**config.mk**
```make
export PLATFORM = sky130hd
export DESIGN_NAME = icl_regs
export DESIGN_NICKNAME = d
export VERILOG_FILES = /design/src/common/icl_pkg.sv /design/src/common/icl_lim_if.sv /design/src/icl_regs.sv /design/src/icl_limit_decode.sv
export VERILOG_INCLUDE_DIRS = /design/src /design/src/common
export SDC_FILE = /design/constraint.sdc
export NUM_CORES = 1
export LEC_CHECK = 0
export BUFFER_PORTS_ARGS = -buffer_cell sky130_fd_sc_hd__buf_2
export CAP_MARGIN = 20
export CORE_AREA = 5 5 98 122
export DETAILED_ROUTE_END_ITERATION = 12
export DIE_AREA = 0 0 103 127
export MAX_ROUTING_LAYER = met4
export PLACE_DENSITY = 0.85
export SLEW_MARGIN = 20
export SYNTH_ARGS = -nofsm -noshare
export SYNTH_HDL_FRONTEND = slang
export SYNTH_SLANG_ARGS = --single-unit
```
**constraint.sdc**
```tcl
create_clock -name clk -period 15.6 [get_ports clk]
set_clock_uncertainty 0.1 [all_clocks]
set_input_delay 0.78 -clock clk [delete_from_list [all_inputs] [get_ports clk]]
set_output_delay 0.78 -clock clk [all_outputs]
set_load 0.05 [all_outputs]
```
**src/common/icl_defs.svh**
```systemverilog
`ifndef ICL_DEFS_SVH
`define ICL_DEFS_SVH

// Register offsets
`define ICL_VIN_LO_OFS    8'h0A
`define ICL_VIN_HI_OFS    8'h0B
`define ICL_IIN_LO_OFS    8'h0E
`define ICL_IIN_HI_OFS    8'h0F
`define ICL_MAKER_OFS     8'h2E
`define ICL_PART_OFS      8'h2F
`define ICL_OPT_OFS       8'h30

// Field positions
`define ICL_VIN_LO_MSB    7
`define ICL_VIN_LO_LSB    6
`define ICL_VIN_HI_MSB    5
`define ICL_IIN_RSV_BIT   7
`define ICL_OPT_SENSE_BIT 0
`define ICL_OPT_EXT_BIT   1

// Reset values and removal defaults
`define ICL_IIN_DEF_5M    7'h20
`define ICL_IIN_DEF_10M   7'h41
`define ICL_SENSE_RST     1'b1
`define ICL_EXT_RST       1'b1

// Scaling, in mA or mV
`define ICL_VIN_OFS_MV    16'h0C80
`define ICL_STEP_10M_MA   14'h0032
`define ICL_STEP_5M_MA    14'h0064
`define ICL_ZERO_10M_MA   14'h0032
`define ICL_ZERO_5M_MA    14'h0064
`define ICL_CLAMP_10M_MA  14'h18CE
`define ICL_CLAMP_5M_MA   14'h2710
`define ICL_MAX_10M_MA    14'h0064
`define ICL_MAX_5M_MA     14'h00C8
`define ICL_DEF_10M_MA    14'h0CB2
`define ICL_DEF_5M_MA     14'h0C80
`define ICL_EXT_OFF_MV    16'h0FA0

`endif

```
**src/common/icl_pkg.sv**
```systemverilog
`include "icl_defs.svh"

package icl_pkg;

   typedef enum logic [3:0] {
      ST_IDLE      = 4'b0000,
      ST_ADDR      = 4'b0001,
      ST_ADDR_ACK  = 4'b0010,
      ST_REG       = 4'b0011,
      ST_REG_ACK   = 4'b0100,
      ST_WDATA     = 4'b0101,
      ST_WDATA_ACK = 4'b0110,
      ST_RDATA     = 4'b0111,
      ST_RACK      = 4'b1000
   } icl_state_e_t;

   typedef struct packed {
      icl_state_e_t st;
      logic         scl_q;
      logic         sda_q;
      logic [3:0]   bit_cnt;
      logic [7:0]   shreg;
      logic         rw;
      logic         nack;
      logic [7:0]   ptr;
      logic [7:0]   hold;
      logic         hold_ok;
      logic [7:0]   hi_snap;
      logic         snap_ok;
      logic [1:0]   vin_lo;
      logic [5:0]   vin_hi;
      logic [6:0]   iin_code;
      logic         sense;
      logic         ext_en;
      logic         adapter_q;
      logic         sda_o;
      logic         sda_oe;
      logic [15:0]  vin_limit;
      logic         vin_reg;
      logic         ext_act;
      logic [13:0]  iin_lim;
      logic [13:0]  iin_max;
      logic         is_max;
   } icl_state_t;

endpackage

```
**src/common/icl_lim_if.sv**
```systemverilog
interface icl_lim_if;
   logic [6:0]  code;
   logic        sense;
   logic [13:0] nominal;
   logic [13:0] maxim;

   modport ctrl (output code, output sense, input nominal, input maxim);
   modport dec  (input code, input sense, output nominal, output maxim);
endinterface

```
**src/icl_regs.sv**
```systemverilog
// What this block does
// - Low voltage byte weights 128 and 64 mV
// - Reserved voltage bits, current low byte ignored
// - Ten milliohm range 50 to 6350 mA
// - Current limit clamped at upper boundary
// - Ten milliohm code zero gives 50 mA
// - Ten milliohm default 3.25 A, restored on removal
// - Five milliohm code zero gives 100 mA
// - Five milliohm default 3.2 A, restored on removal
// - Maximum is nominal plus 100/200 mA
// - Sense select: 0 ten, 1 five milliohm
// - Five milliohm weights 6400 down to 100 mA
// - Reset sets current bit 5 and option bits 0 and 1
// - Five milliohm value is maximum current
// - External pin feedback replaces internal loop
// - External pin off by enable or above 4 V
// - Sense select defaults to five milliohm
// - Read-only maker code at 2Eh
// - Read-only part code at 2Fh
// - Voltage limit is 3.2 V plus weights
// - High voltage byte weights 8192 to 256 mV
// - Below voltage limit, regulation is entered
`include "icl_defs.svh"

module icl_regs
   import icl_pkg::*;
#(
   parameter logic [6:0] DEV_ADDR   = 7'h09, // Arbitrary bus address
   parameter logic [7:0] MAKER_CODE = 8'h5A, // Arbitrary value
   parameter logic [7:0] PART_CODE  = 8'hA5  // Arbitrary value
) (
   input  wire logic        clk,
   input  wire logic        srst,
   input  wire logic        scl,
   input  wire logic        sda_in,
   output logic             sda_out,
   output logic             sda_oe,
   input  wire logic        adapter_present,
   input  wire logic [15:0] vin_mv,
   input  wire logic [15:0] ext_pin_mv,
   output logic [15:0]      vin_limit_mv,
   output logic             vin_regulation_active,
   output logic             ext_limit_active,
   output logic [13:0]      iin_limit_ma,
   output logic [13:0]      iin_max_ma,
   output logic             iin_limit_is_max
);

   icl_state_t  s;
   icl_state_t  n;
   logic        rise;
   logic        fall;
   logic        start_c;
   logic        stop_c;
   logic        wr_en;
   logic        load_rd;
   logic [7:0]  rd_addr;
   logic [7:0]  rd_byte;

   icl_lim_if lim ();

   ////////////////////////////////////////////////////////////////////////////
   // Register read mux
   function automatic logic [7:0] read_reg(input logic [7:0] a, input icl_state_t q);
      case (a)
         `ICL_VIN_LO_OFS: read_reg = {q.vin_lo, 6'h00};
         `ICL_VIN_HI_OFS: read_reg = {2'h0, q.vin_hi};
         `ICL_IIN_LO_OFS: read_reg = 8'h00;
         `ICL_IIN_HI_OFS: read_reg = {1'b0, q.iin_code};
         `ICL_MAKER_OFS:  read_reg = MAKER_CODE;
         `ICL_PART_OFS:   read_reg = PART_CODE;
         `ICL_OPT_OFS:    read_reg = {6'h00, q.ext_en, q.sense};
         default:         read_reg = 8'h00;
      endcase
   endfunction

   ////////////////////////////////////////////////////////////////////////////
   // Limit decoder
   assign lim.code  = s.iin_code;
   assign lim.sense = s.sense;

   icl_limit_decode u_dec (
      .lim (lim)
   );

   // Bus line events
   assign rise    = scl & ~s.scl_q;
   assign fall    = ~scl & s.scl_q;
   assign start_c = scl & s.scl_q & s.sda_q & ~sda_in;
   assign stop_c  = scl & s.scl_q & ~s.sda_q & sda_in;

   ////////////////////////////////////////////////////////////////////////////
   // Next state
   always_comb begin
      n       = s;
      wr_en   = 1'b0;
      load_rd = 1'b0;
      rd_addr = 8'h00;
      rd_byte = 8'h00;
      n.scl_q = scl;
      n.sda_q = sda_in;
      n.sda_o = 1'b0;

      // Serial slave sequencing
      case (s.st)
         ST_IDLE: begin
            n.sda_oe = 1'b0;
         end
         ST_ADDR, ST_REG, ST_WDATA: begin
            if (rise) begin
               n.shreg   = {s.shreg[6:0], sda_in};
               n.bit_cnt = s.bit_cnt + 4'h1;
            end else if (fall && s.bit_cnt == 4'h8) begin
               n.bit_cnt = 4'h0;
               if (s.st == ST_ADDR) begin
                  if (s.shreg[7:1] == DEV_ADDR) begin
                     n.rw     = s.shreg[0];
                     n.sda_oe = 1'b1;
                     n.st     = ST_ADDR_ACK;
                  end else begin
                     n.st = ST_IDLE;
                  end
               end else if (s.st == ST_REG) begin
                  n.ptr     = s.shreg;
                  n.snap_ok = 1'b0;
                  n.hold_ok = 1'b0;
                  n.sda_oe  = 1'b1;
                  n.st      = ST_REG_ACK;
               end else begin
                  wr_en    = 1'b1;
                  n.sda_oe = 1'b1;
                  n.st     = ST_WDATA_ACK;
               end
            end
         end
         ST_ADDR_ACK: begin
            if (fall) begin
               n.sda_oe = 1'b0;
               if (s.rw) begin
                  load_rd = 1'b1;
               end else begin
                  n.st = ST_REG;
               end
            end
         end
         ST_REG_ACK, ST_WDATA_ACK: begin
            if (fall) begin
               n.sda_oe = 1'b0;
               n.st     = ST_WDATA;
            end
         end
         ST_RDATA: begin
            if (fall) begin
               if (s.bit_cnt == 4'h7) begin
                  n.sda_oe = 1'b0;
                  n.st     = ST_RACK;
               end else begin
                  n.bit_cnt = s.bit_cnt + 4'h1;
                  n.shreg   = {s.shreg[6:0], 1'b0};
                  n.sda_oe  = ~s.shreg[6];
               end
            end
         end
         ST_RACK: begin
            if (rise) begin
               n.nack = sda_in;
            end else if (fall) begin
               if (s.nack) begin
                  n.st = ST_IDLE;
               end else begin
                  n.ptr   = s.ptr + 8'h01;
                  load_rd = 1'b1;
               end
            end
         end
         default: begin
            n.st     = ST_IDLE;
            n.sda_oe = 1'b0;
         end
      endcase

      // Read byte load, high byte taken from snapshot of its pair
      if (load_rd) begin
         rd_addr = n.ptr;
         rd_byte = read_reg(rd_addr, s);
         if (!rd_addr[0]) begin
            n.hi_snap = read_reg(rd_addr | 8'h01, s);
            n.snap_ok = 1'b1;
         end else if (s.snap_ok) begin
            rd_byte   = s.hi_snap;
            n.snap_ok = 1'b0;
         end
         n.st      = ST_RDATA;
         n.bit_cnt = 4'h0;
         n.shreg   = rd_byte;
         n.sda_oe  = ~rd_byte[7];
      end

      // Start and stop conditions
      if (start_c) begin
         n.st      = ST_ADDR;
         n.bit_cnt = 4'h0;
         n.sda_oe  = 1'b0;
      end else if (stop_c) begin
         n.st     = ST_IDLE;
         n.sda_oe = 1'b0;
      end

      // Register writes, word committed at the high byte
      if (wr_en) begin
         n.ptr = s.ptr + 8'h01;
         case (s.ptr)
            `ICL_VIN_LO_OFS: begin
               n.hold    = s.shreg;
               n.hold_ok = 1'b1;
            end
            `ICL_VIN_HI_OFS: begin
               n.hold_ok = 1'b0;
               if (s.shreg[7:6] == 2'h0) begin
                  n.vin_hi = s.shreg[`ICL_VIN_HI_MSB:0];
                  if (s.hold_ok) begin
                     n.vin_lo = s.hold[`ICL_VIN_LO_MSB:`ICL_VIN_LO_LSB];
                  end
               end
            end
            `ICL_IIN_HI_OFS: begin
               if (!s.shreg[`ICL_IIN_RSV_BIT]) begin
                  n.iin_code = s.shreg[6:0];
               end
            end
            `ICL_OPT_OFS: begin
               n.sense  = s.shreg[`ICL_OPT_SENSE_BIT];
               n.ext_en = s.shreg[`ICL_OPT_EXT_BIT];
            end
            default: begin
               n.hold_ok = s.hold_ok;
            end
         endcase
      end

      // Adapter removal restores the default code
      n.adapter_q = adapter_present;
      if (s.adapter_q && !adapter_present) begin
         n.iin_code = n.sense ? `ICL_IIN_DEF_5M : `ICL_IIN_DEF_10M;
      end

      // Registered outputs
      n.vin_limit = `ICL_VIN_OFS_MV + {2'h0, s.vin_hi, s.vin_lo, 6'h00};
      n.vin_reg   = vin_mv < s.vin_limit;
      n.ext_act   = s.ext_en && (ext_pin_mv <= `ICL_EXT_OFF_MV);
      n.iin_lim   = lim.nominal;
      n.iin_max   = lim.maxim;
      n.is_max    = s.sense;
   end

   ////////////////////////////////////////////////////////////////////////////
   // State register
   always_ff @(posedge clk) begin
      if (srst) begin
         s           <= '0;
         s.scl_q     <= 1'b1;
         s.sda_q     <= 1'b1;
         s.st        <= ST_IDLE;
         s.iin_code  <= `ICL_IIN_DEF_5M;
         s.sense     <= `ICL_SENSE_RST;
         s.ext_en    <= `ICL_EXT_RST;
         s.vin_limit <= `ICL_VIN_OFS_MV;
      end else begin
         s <= n;
      end
   end

   assign sda_out               = s.sda_o;
   assign sda_oe                = s.sda_oe;
   assign vin_limit_mv          = s.vin_limit;
   assign vin_regulation_active = s.vin_reg;
   assign ext_limit_active      = s.ext_act;
   assign iin_limit_ma          = s.iin_lim;
   assign iin_max_ma            = s.iin_max;
   assign iin_limit_is_max      = s.is_max;
endmodule

```
**src/icl_limit_decode.sv**
```systemverilog
`include "icl_defs.svh"

module icl_limit_decode (
   icl_lim_if.dec lim
);

   logic [13:0] raw;
   logic [13:0] clamp;

   // Code to milliamps, per sense scaling
   always_comb begin
      if (lim.sense) begin
         raw   = (lim.code == 7'h00) ? `ICL_ZERO_5M_MA : 14'(lim.code) * `ICL_STEP_5M_MA;
         clamp = `ICL_CLAMP_5M_MA;
      end else begin
         raw   = (lim.code == 7'h00) ? `ICL_ZERO_10M_MA : 14'(lim.code) * `ICL_STEP_10M_MA;
         clamp = `ICL_CLAMP_10M_MA;
      end
      // Upper boundary clamp
      lim.nominal = (raw > clamp) ? clamp : raw;
      // Maximum limit above nominal
      lim.maxim = lim.nominal + (lim.sense ? `ICL_MAX_5M_MA : `ICL_MAX_10M_MA);
   end

endmodule

```
# Yosys cells after proc, flatten, opt, wreduce, memory -nomap -nowiden
# Index checks and enable logic that the tools add are counted.
# classes
mul	2
addsub	4
n_eq_ne	65
mux	85
bitwise	16
n_reduce_logical	32
n_lt_le_gt_ge	3
# ops
operator	n
$mux W8	14
$mux W14	4
$mux W4	13
$ne A5 B5 Y1 const B	10
$eq A8 B4 Y1 const B	6
$pmux W8 S6	1
$ne A3 B3 Y1 const B	13
$mux W1	33
$reduce_and A11 Y1	3
$eq A8 B6 Y1 const B	4
$mux W7	4
$ne A2 B2 Y1 const B	13
$mul A7 B5 Y12 const B	2
$mux W12	2
$pmux W12 S2	1
$pmux W4 S6	1
$pmux W8 S3	1
$eq A4 B3 Y1 const B	5
$mux W17	1
$le A16 B12 Y1 const B	1
$lt A16 B16 Y1	1
$pmux W8 S2	1
$add A12 B14 Y15 const A	1
$add A14 B14 Y14	1
37 further kinds	71
# totals
input_bits	37
elab_cells	235
reg_bits	113

# Longest topological paths before layout
# logic_depth
word_depth	13
mapped_depth	27
depth_no_buf	27

# By module
# A second synthesis with hierarchy kept.
# hier_totals
hier_cells	859
hier_area_um2	7111.8
# modules_own_cells
module	n_inst	cells_per_inst	area_each_um2
icl_regs	1	627	5346.4
icl_limit_decode	1	232	1765.4

# Least setup slack after synthesis
# No wires, ideal clock.
# synth_timing
path_type	reg2reg
from	register s, in the netlist lim.code[2]
to	register s, in the netlist iin_max_ma[11]
period_less_slack_ps	6176
arrival_time_ps	5953
slack_ps	9424
path_stages_with_launch	27
setup_ps	123
path_cell_list	dfxtp_1 > inv_1 > ha_1 > ha_1 > fa_1 > ha_1 > a21oi_1 > a21oi_1 > o211a_1 > o21ai_0 > o21ai_0 > ha_1 > nor4_1 > a211oi_1 > o31a_1 > a21oi_1 > nand2_1 > o22a_1 > inv_1 > ha_1 > a21oi_1 > nor2b_1 > o41ai_1 > a21oi_1 > or4b_1 > and3_1 > mux2_1
# synth_between
elab_chain_len	6
elab_cells_between_ends	9
cone_classes	1 x add/sub; 2 x mul; 1 x order compare; 4 x mux; 1 x reduce/logical
# synth_lines
item	line	text
from (decl)	icl_regs.sv:49	icl_state_t s;
from (signal assigned)	icl_regs.sv:269	s <= n;
$mul A7 B5 Y12 (no line) or $logic_not A7 Y1 (tied branches)	-	
$mux W13 (no line) or $mux W14 (tied branches)	-	
$mux W14 (*)	icl_limit_decode.sv:12	if (lim.sense) begin
$gt A14 B14 Y1	icl_limit_decode.sv:20	lim.nominal = (raw > clamp) ? clamp : raw;
$mux W14 (*)	icl_limit_decode.sv:20	
named net lim.nominal[3]	icl_lim_if.sv:4	logic [13:0] nominal;
$add A14 B14 Y14 (*)	icl_limit_decode.sv:22	lim.maxim = lim.nominal + (lim.sense ? `ICL_MAX_5M_MA : `ICL_MAX_10M_MA);
# Mark *: on every way through the listed nets, which the timed path passes. The rest lies on a longest branch.
# A chain may end at the register's enable or synchronous reset.

# Final worst setup path
# Ends and elaborated chain as after synthesis.

==> impl_metrics.csv <==
group,metric,value,unit
floorplan,die_area,13100,sq um
synth,async_flop_share,0,%
power_and_ir_drop,p_comb_share,9.7,%
grt,grt_remaining_overflow,0,
placement,dp.cells,956,
clock_network,numCtsBuffers,9,
finish,fin_util,66.3,%
power_and_ir_drop,pwr-share-seq,46.9,%
worst_setup_path,critical_path_class,"register to register",
synth,synth-seq-cells,96,
placement,hpwl,11.5,mm
timing,grt_setup_unrepaired,"false",
synth,synth_top_area_cell,"dfxtp_1",
timing,drv_slew,0,
finish,nNetsFinal,925,
grt,grt_pass1_wl,26.3,mm
worst_setup_path,arrival,7.43,ns
finish,final-instance-count-excl-fill,972,
synth,yosysTopAreaCellShare,29.0,%
power_and_ir_drop,switching_power,0.000144,W
clock_network,cts_hold_buf,0,
power_and_ir_drop,ir_drop,0.0506,mV
synth,synth_area_leaders,"dfxtp_1, ha_1, nor2_1",
worst_setup_path,end_kind,"register",
power_and_ir_drop,p_per_area,76.1,nW/um^2
clock_network,clk_latency,0.35,ns
timing,fmax,137,MHz
placement,gp_congestion,0.932,
clock_network,cts_tree,"built",
synth,syn_area,6630,sq um
synth,syn-instance-count,820,
grt,track_usage,25.3,%
finish,final_area,7040,sq um
route,antenna_left,0,
worst_hold_path,hold_path.class,"register to register",
timing,setup_viol_count_final,0,
route,dr.pass1.iters,5,
timing,final-hold-violation-count,0,
finish,ff_latch_area,1920,sq um
grt,grt_max_degree,85,
worst_setup_path,setup.worst_path.start_class,"register",
power_and_ir_drop,switching_share,26.8,%
floorplan,dieWidth,103,microns
timing,whs,0.398,ns
timing,relSlewSlack,28.1,%
floorplan,die_h,127,microns
power_and_ir_drop,internal_power,0.000393,W
floorplan,core_area,10600,sq um
clock_network,cts_root_buf,"clkbuf_16",
synth,synthDistinctLibCells,74,
floorplan,pin_count,86,
route,wirelength,15.9,mm
finish,drive_gt1_share,14.4,%
timing,fin_tns_setup,0,ns
power_and_ir_drop,leakage,2.91,nW
grt,grt_pass1_vias,5868,
timing,worst_pin_slew,1.07,ns
timing,period_share,46.8,%
floorplan,core.rowCount,42,
clock_network,path_clk_slew,0.07,ns
worst_setup_path,cp.required,15.74,ns
route,wl_per_cell,16.3,microns
clock_network,clockBufferDepth,2,
finish,n_fill_cell,895,
flow_run,cap_violations,0,
floorplan,start_util,62.4,%
route,vias,6027,
route,viasPerCell,6.20,
synth,yosys_warnings,0,
synth,yosysSeqAreaShare,29.0,%
clock_network,htreeDepth,3,
synth,synth_ff_type,"dfxtp_1",
clock_network,cts_sinks,96,
synth,synth_edf_count,0,
route,drtIter0Drc,429,
clock_network,post-cts-setup-buffers,0,
status,status,"complete, no violations",
power_and_ir_drop,power_frac_clock,43.4,%
finish,diodes,0,
finish,area_growth,6.23,%
route,route.detailed.drc,0,
placement,dpl-instance-area,6730,sq um
clock_network,ctsResizeCount,0,
worst_setup_path,critPathMaxFanout,7,
timing,final.min_clock_period,7.29,ns
grt,grt_antenna_before_repair,0,
finish,multi_input_area,4100,sq um
synth,syn_area_per_cell,8.08,sq um
placement,portBuffers,69,
==> flip-flops by register name (all words and copies together), names as in the netlist <==
signal	flops
ext_limit_active	1
iin_limit_is_max	1
iin_limit_ma	13
iin_max_ma	12
lim.code	7
lim.sense	1
s	50
sda_oe	1
vin_limit_mv	9
vin_regulation_active	1
==> synthesized netlist by cell type, types with 4 or more instances <==
library cell,number
nor2_1,100
dfxtp_1,96
nand2_1,62
a21oi_1,59
ha_1,50
buf_4,45
inv_1,36
clkbuf_1,28
o21ai_0,28
mux2i_1,26
nor3_1,25
a211oi_1,21
nand3_1,21
nand2b_1,17
nor4_1,16
nor2b_1,13
xor2_1,11
a31oi_1,10
xnor2_1,10
a21o_1,9
mux2_2,8
a221oi_1,7
nand4_1,7
and2_1,6
or2_2,5
o21a_1,4
o21bai_1,4
o22ai_1,4
or4_1,4
==> logic make-up (layout without fill, tap and decap cells) <==
logic type               count (synthesis)  count (layout)  share of synthesized area (%)
buffers and inverters                  118             129                           9.63
AND/OR/NAND/NOR                        306             306                           23.6
XOR/XNOR                                21              21                           2.78
other                                    1              10                         0.0566
flip-flops                              96              96                           29.0
multiplexers                            35              35                           5.46
adder cells (fa/ha/maj)                 53              53                           10.3
AO/OA/AOI/OAI                          190             190                           19.1
==> worst max-delay path, cell delays in order, from the launching register on <==
cell and delay (ns):
dfxtp_1 0.51, inv_1 0.16, ha_1 0.33, ha_1 0.31, fa_1 0.46, ha_1 0.37, a21oi_1 0.24, a21oi_1 0.14
o211a_1 0.25, o21ai_0 0.13, o21ai_0 0.16, ha_1 0.24, nor4_1 0.55, a211oi_1 0.22, o31a_1 0.23, a21oi_1 0.48
nand2_1 0.14, o22a_1 0.29, inv_1 0.08, ha_1 0.23, a21oi_1 0.22, nor2b_1 0.10, o41ai_1 0.07, a21oi_1 0.12
or4b_1 0.51, and3_1 0.21, mux2_1 0.30
==> final timing paths <==
path,startpoint,to,slack [ns],cells after the start
min,s[83],s[65],0.40,2
max reg2reg,lim.code[2],iin_max_ma[11],8.31,26
min reg2reg,s[83],s[65],0.40,2
max,lim.code[2],iin_max_ma[11],8.31,26
==> cell type report <==
cell class / count / share of cell area [%]
multi-input cells: 615 / 58.3
repair buffers: 77 / 5.76
flip-flops and latches: 96 / 27.3
inverters: 36 / 1.92
clock buffers: 9 / 3.20
well taps: 132 / 2.35
clock inverters: 7 / 1.23
==> per-layer routing <==
| metal | track usage, % | vias up | part of all wire [%] |
|---|---|---|---|
| li1 | - | 2925 | - |
| met1 | 26.9 | 2792 | 37 |
| met2 | 43.7 | 249 | 52 |
| met3 | 3.49 | 61 | 6.4 |
| met4 | 15.2 | 0 | 5.0 |
| met5 | - | - | 0 |
==> through the flow <==
stage	worst slack [ns]	power, W
detailed placement	8.52	0.000309
finish	8.31	0.000536
global placement	8.55	0.000308
floorplan	9.42	0.000302
global route	7.82	0.000555
CTS	8.40	0.000539
==> cell usage in the layout (no fill, tap or decap), types with 11 or more instances in the layout <==
cell type  Yosys  routed
nor4_1        16      16
nor3_1        25      25
nand2b_1      17      17
nand2_1       62      62
nor2b_1       13      13
dfxtp_1       96      96
nor2_1       100     100
a21oi_1       59      59
o21ai_0       28      28
buf_2          3      69
a211oi_1      21      21
ha_1          50      50
nand3_1       21      21
xor2_1        11      11
inv_1         36      36
mux2i_1       26      26
==> power by group through the flow <==
stage | combinational (W) | sequential, W | clock, W
floorplan | 0.0000448 | 0.000258 | 0
global placement | 0.0000512 | 0.000257 | 0
detailed placement | 0.0000517 | 0.000257 | 0
CTS | 0.0000521 | 0.000251 | 0.000236
global route | 0.0000571 | 0.000252 | 0.000246
finish | 0.0000522 | 0.000251 | 0.000233
No activity file was read; power rests on OpenSTA's default activity.
